### src/ecc_pkg.sv
// shared constants, types and syndrome table for the symbol ecc decoder
`default_nettype none
package ecc_pkg;
    // ------------------------------------------------------------
    // register byte offsets
    // ------------------------------------------------------------
    localparam logic [11:0] NB_ERROR_CONFIG_OFS = 12'h044;
    localparam logic [11:0] NB_ERROR_STATUS_HIGH_OFS = 12'h048;
    localparam logic [11:0] NB_ERROR_STATUS_LOW_OFS = 12'h04C;
    localparam logic [11:0] NB_ERROR_ADDRESS_OFS = 12'h050;
    localparam logic [11:0] MEMORY_CHANNEL_SELECT_OFS = 12'h110;
    // ------------------------------------------------------------
    // field positions and reset values
    // ------------------------------------------------------------
    localparam int CFG_WHOLE_DEVICE_BIT = 0;
    localparam int SEL_UNGANGED_BIT = 0;
    localparam int SEL_INTERLEAVE_BIT = 1;
    localparam int SEL_WIDE_DEVICE_BIT = 2;
    localparam int STAT_LOGGED_BIT = 0;
    localparam int STAT_CORR_BIT = 1;
    localparam int STAT_UNCORR_BIT = 2;
    localparam int STAT_SYMBOL_LSB = 8;
    localparam int STAT_SYN_LSB = 24;
    localparam logic [31:0] CONFIG_RESET = 32'h0000_0000;
    localparam logic [31:0] CHANNEL_SELECT_RESET = 32'h0000_0000;
    // ------------------------------------------------------------
    // code geometry
    // ------------------------------------------------------------
    localparam int SYMBOL_BITS = 4;
    localparam int DATA_BITS = 128;
    localparam int CHECK_BITS = 16;
    localparam int CODE_BITS = 144;
    localparam int SYMBOLS = 36;
    localparam int BEAT_BITS = 72;
    localparam logic [5:0] CHECK0_SYMBOL = 6'h20;
    // syndrome of each single bit, four per symbol, symbol 0 first
    localparam logic [0:143][15:0] BIT_SYNDROME = '{
        16'hE821, 16'h7C32, 16'hBB44, 16'hDD88, 16'h5D31, 16'hA612, 16'h9584, 16'hEAC8,
        16'h0001, 16'h0002, 16'h0004, 16'h0008, 16'h2021, 16'h3032, 16'h4044, 16'h8088,
        16'h5041, 16'hA082, 16'h9054, 16'hE0A8, 16'hBE21, 16'hD732, 16'h2144, 16'h3288,
        16'h4951, 16'h8EA2, 16'h5394, 16'hA1E8, 16'h74E1, 16'h9872, 16'hD6B4, 16'h6BD8,
        16'h15C1, 16'h2A42, 16'hCEF4, 16'h4758, 16'h3D01, 16'h1602, 16'h8504, 16'hCA08,
        16'h9801, 16'hEC02, 16'h6B04, 16'hBD08, 16'hD131, 16'h6212, 16'h3884, 16'h1CC8,
        16'hE1D1, 16'h7262, 16'hB834, 16'hDC18, 16'h6051, 16'hB0A2, 16'h1094, 16'h20E8,
        16'hA4C1, 16'hF842, 16'hE6F4, 16'h7B58, 16'h11C1, 16'h2242, 16'hC8F4, 16'h4C58,
        16'h45D1, 16'h8A62, 16'h5E34, 16'hA718, 16'h63E1, 16'hB172, 16'h14B4, 16'h28D8,
        16'hB741, 16'hD982, 16'h2254, 16'h33A8, 16'hDD41, 16'h6682, 16'h3554, 16'h1AA8,
        16'h2BD1, 16'h3D62, 16'h4F34, 16'h8518, 16'h83C1, 16'hC142, 16'hA4F4, 16'hF858,
        16'h8FD1, 16'hC562, 16'hA934, 16'hFE18, 16'h4791, 16'h89E2, 16'h5264, 16'hA3B8,
        16'h5781, 16'hA9C2, 16'h92A4, 16'hE3F8, 16'hBF41, 16'hD582, 16'h2954, 16'h3EA8,
        16'h9391, 16'hE1E2, 16'h6464, 16'hB8B8, 16'hCCE1, 16'h4472, 16'hFDB4, 16'h56D8,
        16'hA761, 16'hF9B2, 16'hE214, 16'h7328, 16'hFF61, 16'h55B2, 16'h7914, 16'h9E28,
        16'h5451, 16'hA8A2, 16'h9694, 16'hEBE8, 16'h6FC1, 16'hB542, 16'h19F4, 16'h2E58,
        16'hBE01, 16'hD702, 16'h2104, 16'h3208, 16'h4101, 16'h8202, 16'h5804, 16'hAC08,
        16'hC441, 16'h4882, 16'hF654, 16'h5BA8, 16'h7621, 16'h9B32, 16'hDA44, 16'h6F88
    };
    // ------------------------------------------------------------
    // carriers
    // ------------------------------------------------------------
    typedef struct packed {
        logic valid;
        logic second;
        logic [31:0] addr;
        logic [15:0] check;
        logic [127:0] data;
    } rd_beat_s;
    typedef struct packed {
        logic valid;
        logic correctable;
        logic uncorrectable;
        logic [5:0] symbol;
        logic [15:0] syndrome;
        logic [31:0] addr;
        logic [15:0] check;
        logic [127:0] data;
    } rd_result_s;
endpackage
`default_nettype wire

### src/dram_symbol_ecc_decoder.sv
// symbol oriented ecc decoder for the dram read path with apb status registers
//
// Notes on behaviour
// - 128 data, 16 check bits, 16-bit syndrome
// - four-bit aligned symbols, bit 0 upward
// - any single-bit error corrected; wider errors in one symbol need whole-device mode
// - two-symbol errors flagged, not corrected
// - whole-device repair needs enable and narrow devices
// - lost symbol repaired only when alone
// - x4 ganged device failure is corrected
// - x4 unganged device failure is uncorrectable
// - x8 ganged device failure always detected
// - unganged line built from two beats
// - interleave takes even/odd bits from beats
// - interleaved pin failure stays in one symbol
// - interleaved chip failure over two symbols uncorrectable
// - log failing address and split syndrome
// - only table syndromes are correctable
// - symbols 0-31 data, 32-35 check bits
// - low syndrome nibble is the bit mask
// - data symbol 0 gives e821, 7c32, 9413
// - first check symbol gives be01, d702, 6903
`timescale 1ns/1ps
`default_nettype none
module dram_symbol_ecc_decoder
(
    input wire logic MCLK,
    input wire logic RST,
    input wire logic PSEL,
    input wire logic PENABLE,
    input wire logic PWRITE,
    input wire logic [11:0] PADDR,
    input wire logic [31:0] PWDATA,
    output logic [31:0] PRDATA,
    output logic PREADY,
    output logic PSLVERR,
    input wire ecc_pkg::rd_beat_s IN_BEAT,
    output ecc_pkg::rd_result_s OUT_RESULT
);
    // ------------------------------------------------------------
    // functions
    // ------------------------------------------------------------
    // syndrome of a whole codeword: xor of the columns of set bits
    function automatic logic [15:0] code_syndrome(input logic [143:0] cw);
        logic [15:0] s;
        s = 16'h0000;
        for (int i = 0; i < ecc_pkg::CODE_BITS; i++)
        begin
            if (cw[i])
                s = s ^ ecc_pkg::BIT_SYNDROME[i];
        end
        return s;
    endfunction

    // syndrome that a given mask in a given symbol produces
    function automatic logic [15:0] symbol_syndrome(input int sym, input logic [3:0] mask);
        logic [15:0] s;
        s = 16'h0000;
        for (int k = 0; k < ecc_pkg::SYMBOL_BITS; k++)
        begin
            if (mask[k])
                s = s ^ ecc_pkg::BIT_SYNDROME[sym * ecc_pkg::SYMBOL_BITS + k];
        end
        return s;
    endfunction

    // even line bits from the first beat, odd from the second
    function automatic logic [143:0] interleave(input logic [71:0] a, input logic [71:0] b);
        logic [143:0] l;
        l = '0;
        for (int i = 0; i < ecc_pkg::BEAT_BITS; i++)
        begin
            l[2 * i] = a[i];
            l[2 * i + 1] = b[i];
        end
        return l;
    endfunction

    // ------------------------------------------------------------
    // configuration registers
    // ------------------------------------------------------------
    logic [31:0] nb_error_config_reg;
    logic [31:0] memory_channel_select_reg;
    logic whole_device_correct_enable;
    logic beat_interleave_enable;
    logic unganged;
    logic wide_device;
    logic apb_write;
    logic apb_access;

    assign apb_access = PSEL && PENABLE && PREADY;
    assign apb_write = apb_access && PWRITE;
    assign whole_device_correct_enable = nb_error_config_reg[ecc_pkg::CFG_WHOLE_DEVICE_BIT];
    assign unganged = memory_channel_select_reg[ecc_pkg::SEL_UNGANGED_BIT];
    assign beat_interleave_enable = memory_channel_select_reg[ecc_pkg::SEL_INTERLEAVE_BIT];
    assign wide_device = memory_channel_select_reg[ecc_pkg::SEL_WIDE_DEVICE_BIT];

    // software written mode bits, taken when the access completes
    always_ff @(posedge MCLK)
    begin
        if (RST)
        begin
            nb_error_config_reg <= ecc_pkg::CONFIG_RESET;
            memory_channel_select_reg <= ecc_pkg::CHANNEL_SELECT_RESET;
        end
        else if (apb_write)
        begin
            if (PADDR == ecc_pkg::NB_ERROR_CONFIG_OFS)
                nb_error_config_reg <= {31'h0000_0000, PWDATA[ecc_pkg::CFG_WHOLE_DEVICE_BIT]};
            else if (PADDR == ecc_pkg::MEMORY_CHANNEL_SELECT_OFS)
                memory_channel_select_reg <= {29'h0000_0000, PWDATA[2:0]};
        end
    end

    // ------------------------------------------------------------
    // line assembly
    // ------------------------------------------------------------
    logic first_held;
    logic [71:0] first_beat;
    logic [143:0] line_cw;
    logic [31:0] line_addr;
    logic line_valid;
    logic [71:0] this_beat;

    assign this_beat = {IN_BEAT.check[7:0], IN_BEAT.data[63:0]};

    // first unganged beat waits for its partner
    always_ff @(posedge MCLK)
    begin
        if (RST)
        begin
            first_held <= 1'b0;
            first_beat <= 72'h00_0000_0000_0000_0000;
        end
        else if (IN_BEAT.valid && unganged)
        begin
            first_held <= !IN_BEAT.second;
            if (!IN_BEAT.second)
                first_beat <= this_beat;
        end
    end

    // codeword register: ganged line or two beats from one channel
    always_ff @(posedge MCLK)
    begin
        if (RST)
        begin
            line_valid <= 1'b0;
            line_cw <= '0;
            line_addr <= 32'h0000_0000;
        end
        else
        begin
            line_valid <= 1'b0;
            if (IN_BEAT.valid && !unganged)
            begin
                line_valid <= 1'b1;
                line_cw <= {IN_BEAT.check, IN_BEAT.data};
                line_addr <= IN_BEAT.addr;
            end
            else if (IN_BEAT.valid && IN_BEAT.second && first_held)
            begin
                line_valid <= 1'b1;
                line_addr <= IN_BEAT.addr;
                if (beat_interleave_enable)
                    line_cw <= interleave(first_beat, this_beat);
                else
                    line_cw <= {this_beat[71:64], first_beat[71:64],
                                this_beat[63:0], first_beat[63:0]};
            end
        end
    end

    // ------------------------------------------------------------
    // syndrome decode and correction
    // ------------------------------------------------------------
    logic [15:0] syndrome;
    logic hit;
    logic [5:0] hit_symbol;
    logic multi_bit;
    logic whole_symbol_ok;
    logic next_correctable;
    logic next_uncorrectable;
    logic [143:0] flip;

    assign syndrome = code_syndrome(line_cw);
    assign multi_bit = (syndrome[3:0] & (syndrome[3:0] - 4'h1)) != 4'h0;
    assign whole_symbol_ok = whole_device_correct_enable && !wide_device;

    // search the correctable set: mask is the low nibble
    always_comb
    begin
        hit = 1'b0;
        hit_symbol = 6'h00;
        for (int s = 0; s < ecc_pkg::SYMBOLS; s++)
        begin
            if (!hit && syndrome[3:0] != 4'h0 && symbol_syndrome(s, syndrome[3:0]) == syndrome)
            begin
                hit = 1'b1;
                hit_symbol = 6'(s);
            end
        end
    end

    // single-bit hits always repair; wider masks need whole-device mode
    always_comb
    begin
        next_correctable = hit && (!multi_bit || whole_symbol_ok);
        next_uncorrectable = (syndrome != 16'h0000) && !next_correctable;
        flip = '0;
        if (next_correctable)
            flip[hit_symbol * ecc_pkg::SYMBOL_BITS +: 4] = syndrome[3:0];
    end

    // registered result toward the fabric
    always_ff @(posedge MCLK)
    begin
        if (RST)
        begin
            OUT_RESULT <= '0;
        end
        else
        begin
            OUT_RESULT.valid <= line_valid;
            if (line_valid)
            begin
                OUT_RESULT.correctable <= next_correctable;
                OUT_RESULT.uncorrectable <= next_uncorrectable;
                OUT_RESULT.symbol <= hit_symbol;
                OUT_RESULT.syndrome <= syndrome;
                OUT_RESULT.addr <= line_addr;
                {OUT_RESULT.check, OUT_RESULT.data} <= line_cw ^ flip;
            end
        end
    end

    // ------------------------------------------------------------
    // error log
    // ------------------------------------------------------------
    logic logged;
    logic log_corr;
    logic log_uncorr;
    logic [5:0] log_symbol;
    logic [15:0] log_syndrome;
    logic [31:0] failing_line_address;
    logic take_log;
    logic clear_log;

    assign clear_log = apb_write && PADDR == ecc_pkg::NB_ERROR_STATUS_HIGH_OFS
                       && PWDATA[ecc_pkg::STAT_LOGGED_BIT];
    // an uncorrectable error may replace a logged correctable one
    assign take_log = line_valid && (next_correctable || next_uncorrectable)
                      && (!logged || clear_log || (next_uncorrectable && !log_uncorr));

    // capture wins over a clear in the same cycle
    always_ff @(posedge MCLK)
    begin
        if (RST)
        begin
            logged <= 1'b0;
            log_corr <= 1'b0;
            log_uncorr <= 1'b0;
            log_symbol <= 6'h00;
            log_syndrome <= 16'h0000;
            failing_line_address <= 32'h0000_0000;
        end
        else if (take_log)
        begin
            logged <= 1'b1;
            log_corr <= next_correctable;
            log_uncorr <= next_uncorrectable;
            log_symbol <= hit_symbol;
            log_syndrome <= syndrome;
            failing_line_address <= line_addr;
        end
        else if (clear_log)
        begin
            logged <= 1'b0;
            log_corr <= 1'b0;
            log_uncorr <= 1'b0;
        end
    end

    // ------------------------------------------------------------
    // apb slave: one wait state, registered answer
    // ------------------------------------------------------------
    logic [31:0] next_rdata;
    logic next_err;

    // read decode of the mapped words
    always_comb
    begin
        next_rdata = 32'h0000_0000;
        next_err = 1'b0;
        if (PADDR == ecc_pkg::NB_ERROR_CONFIG_OFS)
            next_rdata = nb_error_config_reg;
        else if (PADDR == ecc_pkg::MEMORY_CHANNEL_SELECT_OFS)
            next_rdata = memory_channel_select_reg;
        else if (PADDR == ecc_pkg::NB_ERROR_STATUS_HIGH_OFS)
        begin
            next_rdata[ecc_pkg::STAT_LOGGED_BIT] = logged;
            next_rdata[ecc_pkg::STAT_CORR_BIT] = log_corr;
            next_rdata[ecc_pkg::STAT_UNCORR_BIT] = log_uncorr;
            next_rdata[ecc_pkg::STAT_SYMBOL_LSB +: 6] = log_symbol;
            next_rdata[ecc_pkg::STAT_SYN_LSB +: 8] = log_syndrome[15:8];
        end
        else if (PADDR == ecc_pkg::NB_ERROR_STATUS_LOW_OFS)
            next_rdata[ecc_pkg::STAT_SYN_LSB +: 8] = log_syndrome[7:0];
        else if (PADDR == ecc_pkg::NB_ERROR_ADDRESS_OFS)
            next_rdata = failing_line_address;
        else
            next_err = 1'b1;
    end

    // ready rises in the second access cycle and drops after it
    always_ff @(posedge MCLK)
    begin
        if (RST)
        begin
            PREADY <= 1'b0;
            PRDATA <= 32'h0000_0000;
            PSLVERR <= 1'b0;
        end
        else
        begin
            PREADY <= PSEL && PENABLE && !PREADY;
            PSLVERR <= PSEL && PENABLE && !PREADY && next_err;
            if (PSEL && PENABLE && !PREADY && !PWRITE)
                PRDATA <= next_rdata;
        end
    end

    // ------------------------------------------------------------
    // assertions
    // ------------------------------------------------------------
    logic [143:0] rx_q;
    logic whole_ok_q;

    // received codeword and mode kept beside the result
    always_ff @(posedge MCLK)
    begin
        if (RST)
        begin
            rx_q <= '0;
            whole_ok_q <= 1'b0;
        end
        else if (line_valid)
        begin
            rx_q <= line_cw;
            whole_ok_q <= whole_symbol_ok;
        end
    end

    AST_CLEAN_LINE: assert property (@(posedge MCLK) disable iff (RST)
        OUT_RESULT.valid && OUT_RESULT.syndrome == 16'h0000
        |-> !OUT_RESULT.correctable && !OUT_RESULT.uncorrectable
            && {OUT_RESULT.check, OUT_RESULT.data} == rx_q)
        else $error("clean line altered or flagged");
    AST_FLIP_MASK: assert property (@(posedge MCLK) disable iff (RST)
        OUT_RESULT.valid && OUT_RESULT.correctable
        |-> (({OUT_RESULT.check, OUT_RESULT.data} ^ rx_q) >> (OUT_RESULT.symbol * 4))
            == {140'h0, OUT_RESULT.syndrome[3:0]})
        else $error("corrected bits differ from syndrome mask");
    AST_ONE_VERDICT: assert property (@(posedge MCLK) disable iff (RST)
        OUT_RESULT.valid && OUT_RESULT.syndrome != 16'h0000
        |-> OUT_RESULT.correctable != OUT_RESULT.uncorrectable)
        else $error("error line without exactly one verdict");
    AST_DATA0_BIT1: assert property (@(posedge MCLK) disable iff (RST)
        OUT_RESULT.valid && OUT_RESULT.syndrome == 16'h7C32
        |-> OUT_RESULT.correctable && OUT_RESULT.symbol == 6'h00)
        else $error("syndrome 7c32 not decoded to symbol 0");
    AST_CHECK0_PAIR: assert property (@(posedge MCLK) disable iff (RST)
        OUT_RESULT.valid && OUT_RESULT.syndrome == 16'h6903 && whole_ok_q
        |-> OUT_RESULT.correctable && OUT_RESULT.symbol == ecc_pkg::CHECK0_SYMBOL)
        else $error("syndrome 6903 not decoded to first check symbol");
    AST_SYMBOL_RANGE: assert property (@(posedge MCLK) disable iff (RST)
        OUT_RESULT.valid && OUT_RESULT.correctable |-> OUT_RESULT.symbol < 6'd36)
        else $error("corrected symbol out of range");
    AST_WIDE_MASK_GATED: assert property (@(posedge MCLK) disable iff (RST)
        OUT_RESULT.valid && OUT_RESULT.correctable
        && $countones(OUT_RESULT.syndrome[3:0]) > 1 |-> whole_ok_q)
        else $error("multi-bit repair without whole-device mode");
    AST_LOG_CAPTURE: assert property (@(posedge MCLK) disable iff (RST)
        line_valid && next_uncorrectable && !log_uncorr
        |=> logged && log_uncorr && log_syndrome == $past(syndrome))
        else $error("uncorrectable error not logged");
    AST_PAIR_SECOND: assert property (@(posedge MCLK) disable iff (RST)
        unganged && line_valid |-> $past(IN_BEAT.valid && IN_BEAT.second))
        else $error("unganged line without a second beat");
    AST_APB_WAIT: assert property (@(posedge MCLK) disable iff (RST)
        PSEL && PENABLE && !PREADY |=> PREADY ##1 !PREADY)
        else $error("apb ready not one cycle after access");
endmodule // dram_symbol_ecc_decoder
`default_nettype wire

### config.mk
export PLATFORM = sky130hd
export DESIGN_NAME = dram_symbol_ecc_decoder
export DESIGN_NICKNAME = d
export VERILOG_FILES = /design/src/ecc_pkg.sv /design/src/dram_symbol_ecc_decoder.sv
export SDC_FILE = /design/constraint.sdc
export NUM_CORES = 2
export LEC_CHECK = 0
export ABC_AREA = 1
export BUFFER_PORTS_ARGS = -buffer_cell sky130_fd_sc_hd__buf_2
export CORE_MARGIN = 2
export CORE_UTILIZATION = 40
export DETAILED_ROUTE_END_ITERATION = 10
export HOLD_SLACK_MARGIN = 0.08
export PLACE_DENSITY = 0.67
export SYNTH_ARGS = -nofsm -noshare
export SYNTH_HDL_FRONTEND = slang
export SYNTH_SLANG_ARGS = --single-unit
export TNS_END_PERCENT = 1
### constraint.sdc
create_clock -name MCLK -period 9.9 [get_ports MCLK]
set_input_delay 0.495 -clock MCLK [delete_from_list [all_inputs] [get_ports MCLK]]
set_output_delay 0.495 -clock MCLK [all_outputs]
set_load 0.005 [all_outputs]
=== Yosys cells after proc, flatten, opt, wreduce, memory -nomap -nowiden ===
Cells that the tools add are included.

* Register bits: 546
* Input bits: 227

* Add/subtract/negate cells: 2
* Equal/unequal tests: 41
* Shift operators: 2
* Muxes and demuxes: 386
* Bitwise operators: 256
* Reduce and logical (&&, ||, !) cells: 145

{| class="wikitable"
|+ Operators by type and width
! kind !! count
|-
| $mux 16 || 150
|-
| $mux 15 || 74
|-
| $eq 16x16->1 || 35
|-
| $mux 14 || 40
|-
| $mux 144 || 3
|-
| $not 7->7 || 61
|-
| $not 8->8 || 52
|-
| $not 6->6 || 46
|-
| $mux 6 || 35
|-
| $mux 13 || 16
|-
| $mux 32 || 5
|-
| $and 144x144->144 || 1
|-
| $shift 4x34->144 const A || 1
|-
| $shiftx 4x34->144 || 1
|-
| $xor 144x144->144 || 1
|-
| $mux 143 || 1
|-
| $not 5->5 || 27
|-
| $not 9->9 || 15
|-
| $not 10->10 || 10
|-
| $logic_and 1x1->1 || 89
|-
| $not 4->4 || 20
|-
| $mux 1 || 50
|-
| $eq 12x7->1 const B || 4
|-
| $logic_not 1->1 || 44
|-
| other kinds (22) || 51
|}

=== Depth between registers and ports, before layout ===
* Word-level depth: 441
* Gate-level depth with buffers: 68
* Gate-level depth less buffers: 62

=== Worst setup path after synthesis ===
OpenSTA, ideal clock, no wires.

* Path kind: register to register
* Start: register line_cw[30]
* End: register OUT_RESULT[143] in the netlist's numbering
* Setup time: 113 ps
* Data arrival time: 7449 ps
* Data required time: 9787 ps
* Setup slack: 2338 ps
* Cell stages (with the launch flop): 64
* Path buffers: 7
* Period minus slack after synthesis: 7562 ps
* Cells stage by stage: dfxtp_1 > buf_2 > inv_2 > nand2_1 > nand2_1 > nand3_1 > nand2_1 > inv_1 > nand2_1 > nand3b_1 > nand2_1 > nand2_1 > nand2_1 > inv_2 > nand2_1 > nand2_2 > buf_6 > clkbuf_1 > [... 28 more ...] > nand2_2 > nand2_2 > inv_2 > buf_6 > buf_6 > ha_1 > xor2_2 > buf_2 > nor2_2 > nand2_1 > nor2_1 > nand2_1 > nor2_2 > nand4_1 > nand2_1 > nand2_1 > o21ai_1 > inv_1

* Word-level cells in the longest chain between the ends: 319
* Elaborated cells between the ends (all ways): 559
* Those cells by class: add/sub: 2; eq/ne: 36; shift: 2; mux: 258; bitwise: 150; reduce/logical: 111

{| class="wikitable"
|+ Ends and longest elaborated chain
! item !! line !! text
|-
| from (decl) || dram_symbol_ecc_decoder.sv:120 || <nowiki>logic [143:0] line_cw;</nowiki>
|-
| from (signal assigned) || dram_symbol_ecc_decoder.sv:158 || <nowiki>line_cw <= {IN_BEAT.check, IN_BEAT.data};</nowiki>
|-
| from (signal assigned) || dram_symbol_ecc_decoder.sv:166 || <nowiki>line_cw <= interleave(first_beat, this_beat);</nowiki>
|-
| from (signal assigned) || dram_symbol_ecc_decoder.sv:168 || <nowiki>line_cw <= {this_beat[71:64], first_beat[71:64],</nowiki>
|-
| $mux 16 * || dram_symbol_ecc_decoder.sv:49 || <nowiki>if (cw[i])</nowiki>
|-
| $mux 15 || dram_symbol_ecc_decoder.sv:49 ||
|-
| $not 6->6 (no line) || n/a ||
|-
| $mux 13 || dram_symbol_ecc_decoder.sv:49 ||
|-
| $mux 14 || dram_symbol_ecc_decoder.sv:49 ||
|-
| $mux 16 * || dram_symbol_ecc_decoder.sv:49 ||
|-
| $mux 15 || dram_symbol_ecc_decoder.sv:49 ||
|-
| $not 6->6 (no line) || n/a ||
|-
| [... 302 more ...] || n/a ||
|-
| $logic_not 1->1 || dram_symbol_ecc_decoder.sv:197 || <nowiki>if (!hit && syndrome[3:0] != 4'h0 && symbol_syndrome(s, syndrome[3:0]) == syndrome)</nowiki>
|-
| $logic_and 1x1->1 (2 in a row) || dram_symbol_ecc_decoder.sv:197 ||
|-
| $mux 6 || dram_symbol_ecc_decoder.sv:197 ||
|-
| $neg 8->34 || dram_symbol_ecc_decoder.sv:212 || <nowiki>flip[hit_symbol * ecc_pkg::SYMBOL_BITS +: 4] = syndrome[3:0];</nowiki>
|-
| $shiftx 4x34->144 / $shift 4x34->144 (equally long branches) || dram_symbol_ecc_decoder.sv:212 ||
|-
| $and 144x144->144 (no line) || n/a ||
|-
| $mux 144 * || dram_symbol_ecc_decoder.sv:211 || <nowiki>if (next_correctable)</nowiki>
|-
| $xor 144x144->144 * || dram_symbol_ecc_decoder.sv:232 || <nowiki>{OUT_RESULT.check, OUT_RESULT.data} <= line_cw ^ flip;</nowiki>
|-
| to (decl) || dram_symbol_ecc_decoder.sv:38 || <nowiki>output ecc_pkg::rd_result_s OUT_RESULT</nowiki>
|}

Mark *: on every way between the ends. The rest lies on a longest branch, timed or not.
A chain may end at the register's enable or synchronous reset.

=== Worst setup path after layout ===
* Start: register line_cw[49]
* End: register OUT_RESULT[14] in the netlist's numbering

* Elaborated cells between the ends (all ways): 587
* Those cells by class: add/sub: 2; eq/ne: 36; shift: 2; mux: 275; bitwise: 161; reduce/logical: 111

{| class="wikitable"
|+ RTL lines
! item !! line !! text
|-
| $mux 15 * || dram_symbol_ecc_decoder.sv:49 ||
|-
| $mux 16 * (2 in a row) || dram_symbol_ecc_decoder.sv:49 ||
|-
| $mux 15 * || dram_symbol_ecc_decoder.sv:49 ||
|-
| $not 6->6 (no line) || n/a ||
|-
| $mux 16 * || dram_symbol_ecc_decoder.sv:49 ||
|-
| $mux 13 * || dram_symbol_ecc_decoder.sv:49 ||
|-
| $mux 14 * || dram_symbol_ecc_decoder.sv:49 ||
|-
| $mux 16 * || dram_symbol_ecc_decoder.sv:49 ||
|-
| [... 109 more ...] || n/a ||
|-
| named net syndrome[1] || dram_symbol_ecc_decoder.sv:177 || <nowiki>logic [15:0] syndrome;</nowiki>
|-
| [... 144 more ...] || n/a ||
|-
| $logic_not 1->1 || dram_symbol_ecc_decoder.sv:197 ||
|-
| $logic_and 1x1->1 (2 in a row) || dram_symbol_ecc_decoder.sv:197 ||
|-
| $mux 6 || dram_symbol_ecc_decoder.sv:197 ||
|-
| $neg 8->34 || dram_symbol_ecc_decoder.sv:212 ||
|-
| $shiftx 4x34->144 / $shift 4x34->144 (equally long branches) || dram_symbol_ecc_decoder.sv:212 ||
|-
| $and 144x144->144 (no line) || n/a ||
|-
| $mux 144 * || dram_symbol_ecc_decoder.sv:211 ||
|-
| $xor 144x144->144 * || dram_symbol_ecc_decoder.sv:232 ||
|}

The timed path passes the listed nets; every way through them passes the cells marked *.

==> run_results.csv <==
group,metric,value,unit
power_and_ir_drop,power.density,255,mW/mm^2
sta,fin_crit_sh,0.923,
synth,synth-seq-cells,546,
finish,largest_reg_flops,201,
critical_path,critPathCaptureType,"flop",
sta,hold_ws,98.3,ps
critical_path,crit_path_frequent_cell,"nand2_1",
power_and_ir_drop,p_leak,24.6,nW
power_and_ir_drop,switching_power,6.55,mW
clock_tree,path_clk_slew,60,ps
placement,gp_congestion,1.10,
grt,grt_start_max_net_pins,249,
synth,postSynthCellCount,7030,
route,vias,50300,
grt,track_usage,0.425,
grt,use_met3,0.0935,
route,finalWirelength,237000,um
finish,syn2layout_area_growth,17.1,%
synth,synth-main-ff-cell,"dfxtp_1",
route,drt_first_iter_violations,7149,
placement,place_inst,8760,
floorplanning,start_util,0.403,
sta,finalCriticalPeriod,9140,ps
route,first_pass_iters,6,
critical_path,path_class,"reg -> reg",
placement,place_hpwl,187000,um
clock_tree,cts_buffers,59,
critical_path,cp.required,10550,ps
power_and_ir_drop,pwr-share-clk,0.190,
clock_tree,cts_resized,0,
clock_tree,cts_max_level,2,
grt,grt_pass1_wl,325000,um
sta,setup_viol,0,
sta,hold_viol,0,
power_and_ir_drop,combPwrFrac,0.607,
sta,tightestPinTransition,1230,ps
finish,drive_gt1_frac,0.152,
route,ant_nets,0,
sta,relSlewSlack,0.171,
floorplanning,io_pins,462,
sta,fin_skew,33.1,ps
finish,final-seq-area,0.0109,mm^2
sta,timing.fmax,109,MHz
power_and_ir_drop,vdd_drop_max,277,uV
floorplanning,rows,118,
critical_path,worst-path-max-fanout,10,
power_and_ir_drop,power_frac_seq,0.203,
min_path,hold_class,"in -> reg",
grt,use_met2,0.616,
status,status,"finished clean",
route,wl_per_cell,26.5,um
clock_tree,clock_latency,720,ps
sta,rsz0062_at_grt,"false",
floorplanning,die_h,327,um
synth,synthArstFlopShare,0,
critical_path,cp_slowest_cell,"dfxtp_1",
placement,dpl-instance-area,0.0464,mm^2
clock_tree,tritoncts,"built",
sta,finalSetupTns,0,ps
synth,synth.distinct_cells,69,
sta,drv_slew,0,
placement,io_buffers,432,
route,vias_per_cell,5.64,
critical_path,worst_setup_path_start_kind,"flop",
clock_tree,clockBufferDepth,3,
finish,fillers,11000,
finish,top_register,"OUT_RESULT",
power_and_ir_drop,swShare,0.525,
synth,seq_area_frac_synth,0.261,
clock_tree,clockRootBuffer,"clkbuf_16",
synth,syn-num-nets,7265,
critical_path,cpPeakStageDelay,820,ps
finish,nets,7722,
power_and_ir_drop,power.internal,5.93,mW
grt,antenna_found_initial,8,
grt,grt_pass1_vias,43600,
finish,multiInputGateArea,0.0261,mm^2
route,drc_errors,0,
power_and_ir_drop,fin_total_pwr,12.5,mW
finish,finish.instance_area,0.0489,mm^2
critical_path,arrival,9790,ps
finish,reg.largest.list,"OUT_RESULT (201), line_cw (144), first_beat (72)",
clock_tree,clkSinkCount,546,
synth,synth-edff-count,0,
floorplanning,die_area,0.107,mm^2
finish,finalNonFillerCells,8921,
synth,syn_area_per_cell,5.95,um^2
synth,synthesis.area,0.0418,mm^2
floorplanning,die_w,327,um
grt,use_met1,0.582,
floorplanning,coreArea,0.104,mm^2
synth,yosys_warnings,0,
grt,overflow,0,
run,timing.max_cap.violations,0,
critical_path,r2r_slack,760,ps
grt,top_usage_layer,"met2",
==> cells in the mapped netlist, types with 3 or more instances <==
| cell | number | area share |
|---|---|---|
| nor3_4 | 4 | 0.0016 |
| a211oi_1 | 10 | 0.0018 |
| nor2_8 | 3 | 0.0014 |
| nand4_2 | 3 | 0.00090 |
| clkbuf_1 | 205 | 0.018 |
| nand3b_1 | 51 | 0.0092 |
| xor2_4 | 4 | 0.0026 |
| xnor2_1 | 159 | 0.033 |
| nor3_2 | 9 | 0.0022 |
| nand2_8 | 5 | 0.0024 |
| inv_2 | 134 | 0.012 |
| clkinv_1 | 11 | 0.00099 |
| buf_2 | 130 | 0.016 |
| nand2_4 | 7 | 0.0019 |
| nand4_4 | 7 | 0.0036 |
| xor2_2 | 4 | 0.0016 |
| nand4_1 | 135 | 0.020 |
| nor2_4 | 21 | 0.0057 |
| ha_1 | 8 | 0.0024 |
| o211ai_1 | 7 | 0.0013 |
| nor3_1 | 44 | 0.0053 |
| or2_1 | 13 | 0.0019 |
| nor2_2 | 13 | 0.0019 |
| nand3_4 | 3 | 0.0013 |
| buf_6 | 17 | 0.0046 |
| a31oi_1 | 12 | 0.0018 |
| nor2_1 | 665 | 0.060 |
| nand2_2 | 36 | 0.0054 |
| nor4_1 | 6 | 0.00090 |
| o21ai_1 | 75 | 0.0090 |
| inv_4 | 4 | 0.00060 |
| nand2_1 | 2196 | 0.20 |
| o41ai_1 | 4 | 0.00084 |
| nand3_1 | 766 | 0.092 |
| o21ai_0 | 519 | 0.062 |
| xor2_1 | 231 | 0.048 |
| o2111ai_1 | 3 | 0.00063 |
| inv_1 | 562 | 0.050 |
| a21oi_1 | 284 | 0.034 |
| o221ai_1 | 10 | 0.0021 |
| buf_1 | 20 | 0.0018 |
| buf_4 | 48 | 0.0086 |
| dfxtp_1 | 546 | 0.26 |
==> power groups by stage <==
stage,combinational [mW],sequential [mW],clock [mW]
floorplan,4.77,2.44,0
global placement,7.25,2.57,0
detailed placement,7.29,2.57,0
CTS,7.34,2.52,2.39
global route,8.05,2.54,2.47
finish,7.57,2.54,2.37
==> final timing paths <==
kind / depth (start not counted) / startpoint / end
max reg2reg: 58 / line_cw[49] / OUT_RESULT[14]
max: 58 / line_cw[49] / OUT_RESULT[14]
min reg2reg: 2 / failing_line_address[20] / PRDATA[20]
min: 3 / IN_BEAT[54] / first_beat[54]
==> worst max-delay path, delay by kind of cell (launching register included) <==
family	cells	cell delay, ps
adders and majority gates	2	780
buffers and inverters	9	1280
DFF	1	820
xor gates and xnor gates	1	190
and+or+nand+nor	46	6000
==> cell type report <==
class | count | area share
antenna | 5 | 0.000256
clock buffer | 92 | 0.0354
clock inverter | 18 | 0.00660
inverter | 714 | 0.0554
multi-input combinational | 5347 | 0.534
sequential | 546 | 0.223
tap | 1380 | 0.0353
timing repair buffer | 819 | 0.110
==> per-stage QoR <==
| step | setup slack [ps] | util |
|---|---|---|
| CTS | 1080 | 0.472 |
| global route | 301 | 0.472 |
| detailed placement | 1070 | 0.448 |
| finish | 764 | 0.472 |
| global placement | 1250 | 0.448 |
| floorplan | 2340 | - |
==> layout by cell type, fill, tap and decap left out, types with 46 or more instances in the layout <==
cell and instances:
nand2_1 2194, nand3_1 766, nor2_1 664, inv_1 559, dfxtp_1 544, o21ai_0 519, buf_2 431, buf_4 327
a21oi_1 284, xor2_1 231, xnor2_1 159, nand4_1 135, inv_2 134, o21ai_1 75, clkbuf_16 59, nand3b_1 51
dlygate4sd3_1 46
==> logic make-up after synthesis <==
group / synth area share
simple gates: 0.418
mux: 0.000239
buf+inv: 0.114
flops: 0.261
compound gates: 0.116
xor+xnor: 0.0870
fa+ha+maj: 0.00239
==> metal layers <==
| metal | up-vias | wire length (um) |
|---|---|---|
| met5 | - | 39 |
| met4 | 6 | 16200 |
| met1 | 23400 | 97800 |
| met3 | 575 | 26300 |
| li1 | 23300 | - |
| met2 | 2954 | 96500 |
==> repair_timing <==
action,CTS,global route
hold endpoints to repair,46,0
buffers inserted,0,0
hold buffers,46,0
Power figures use the tool's default switching activity.
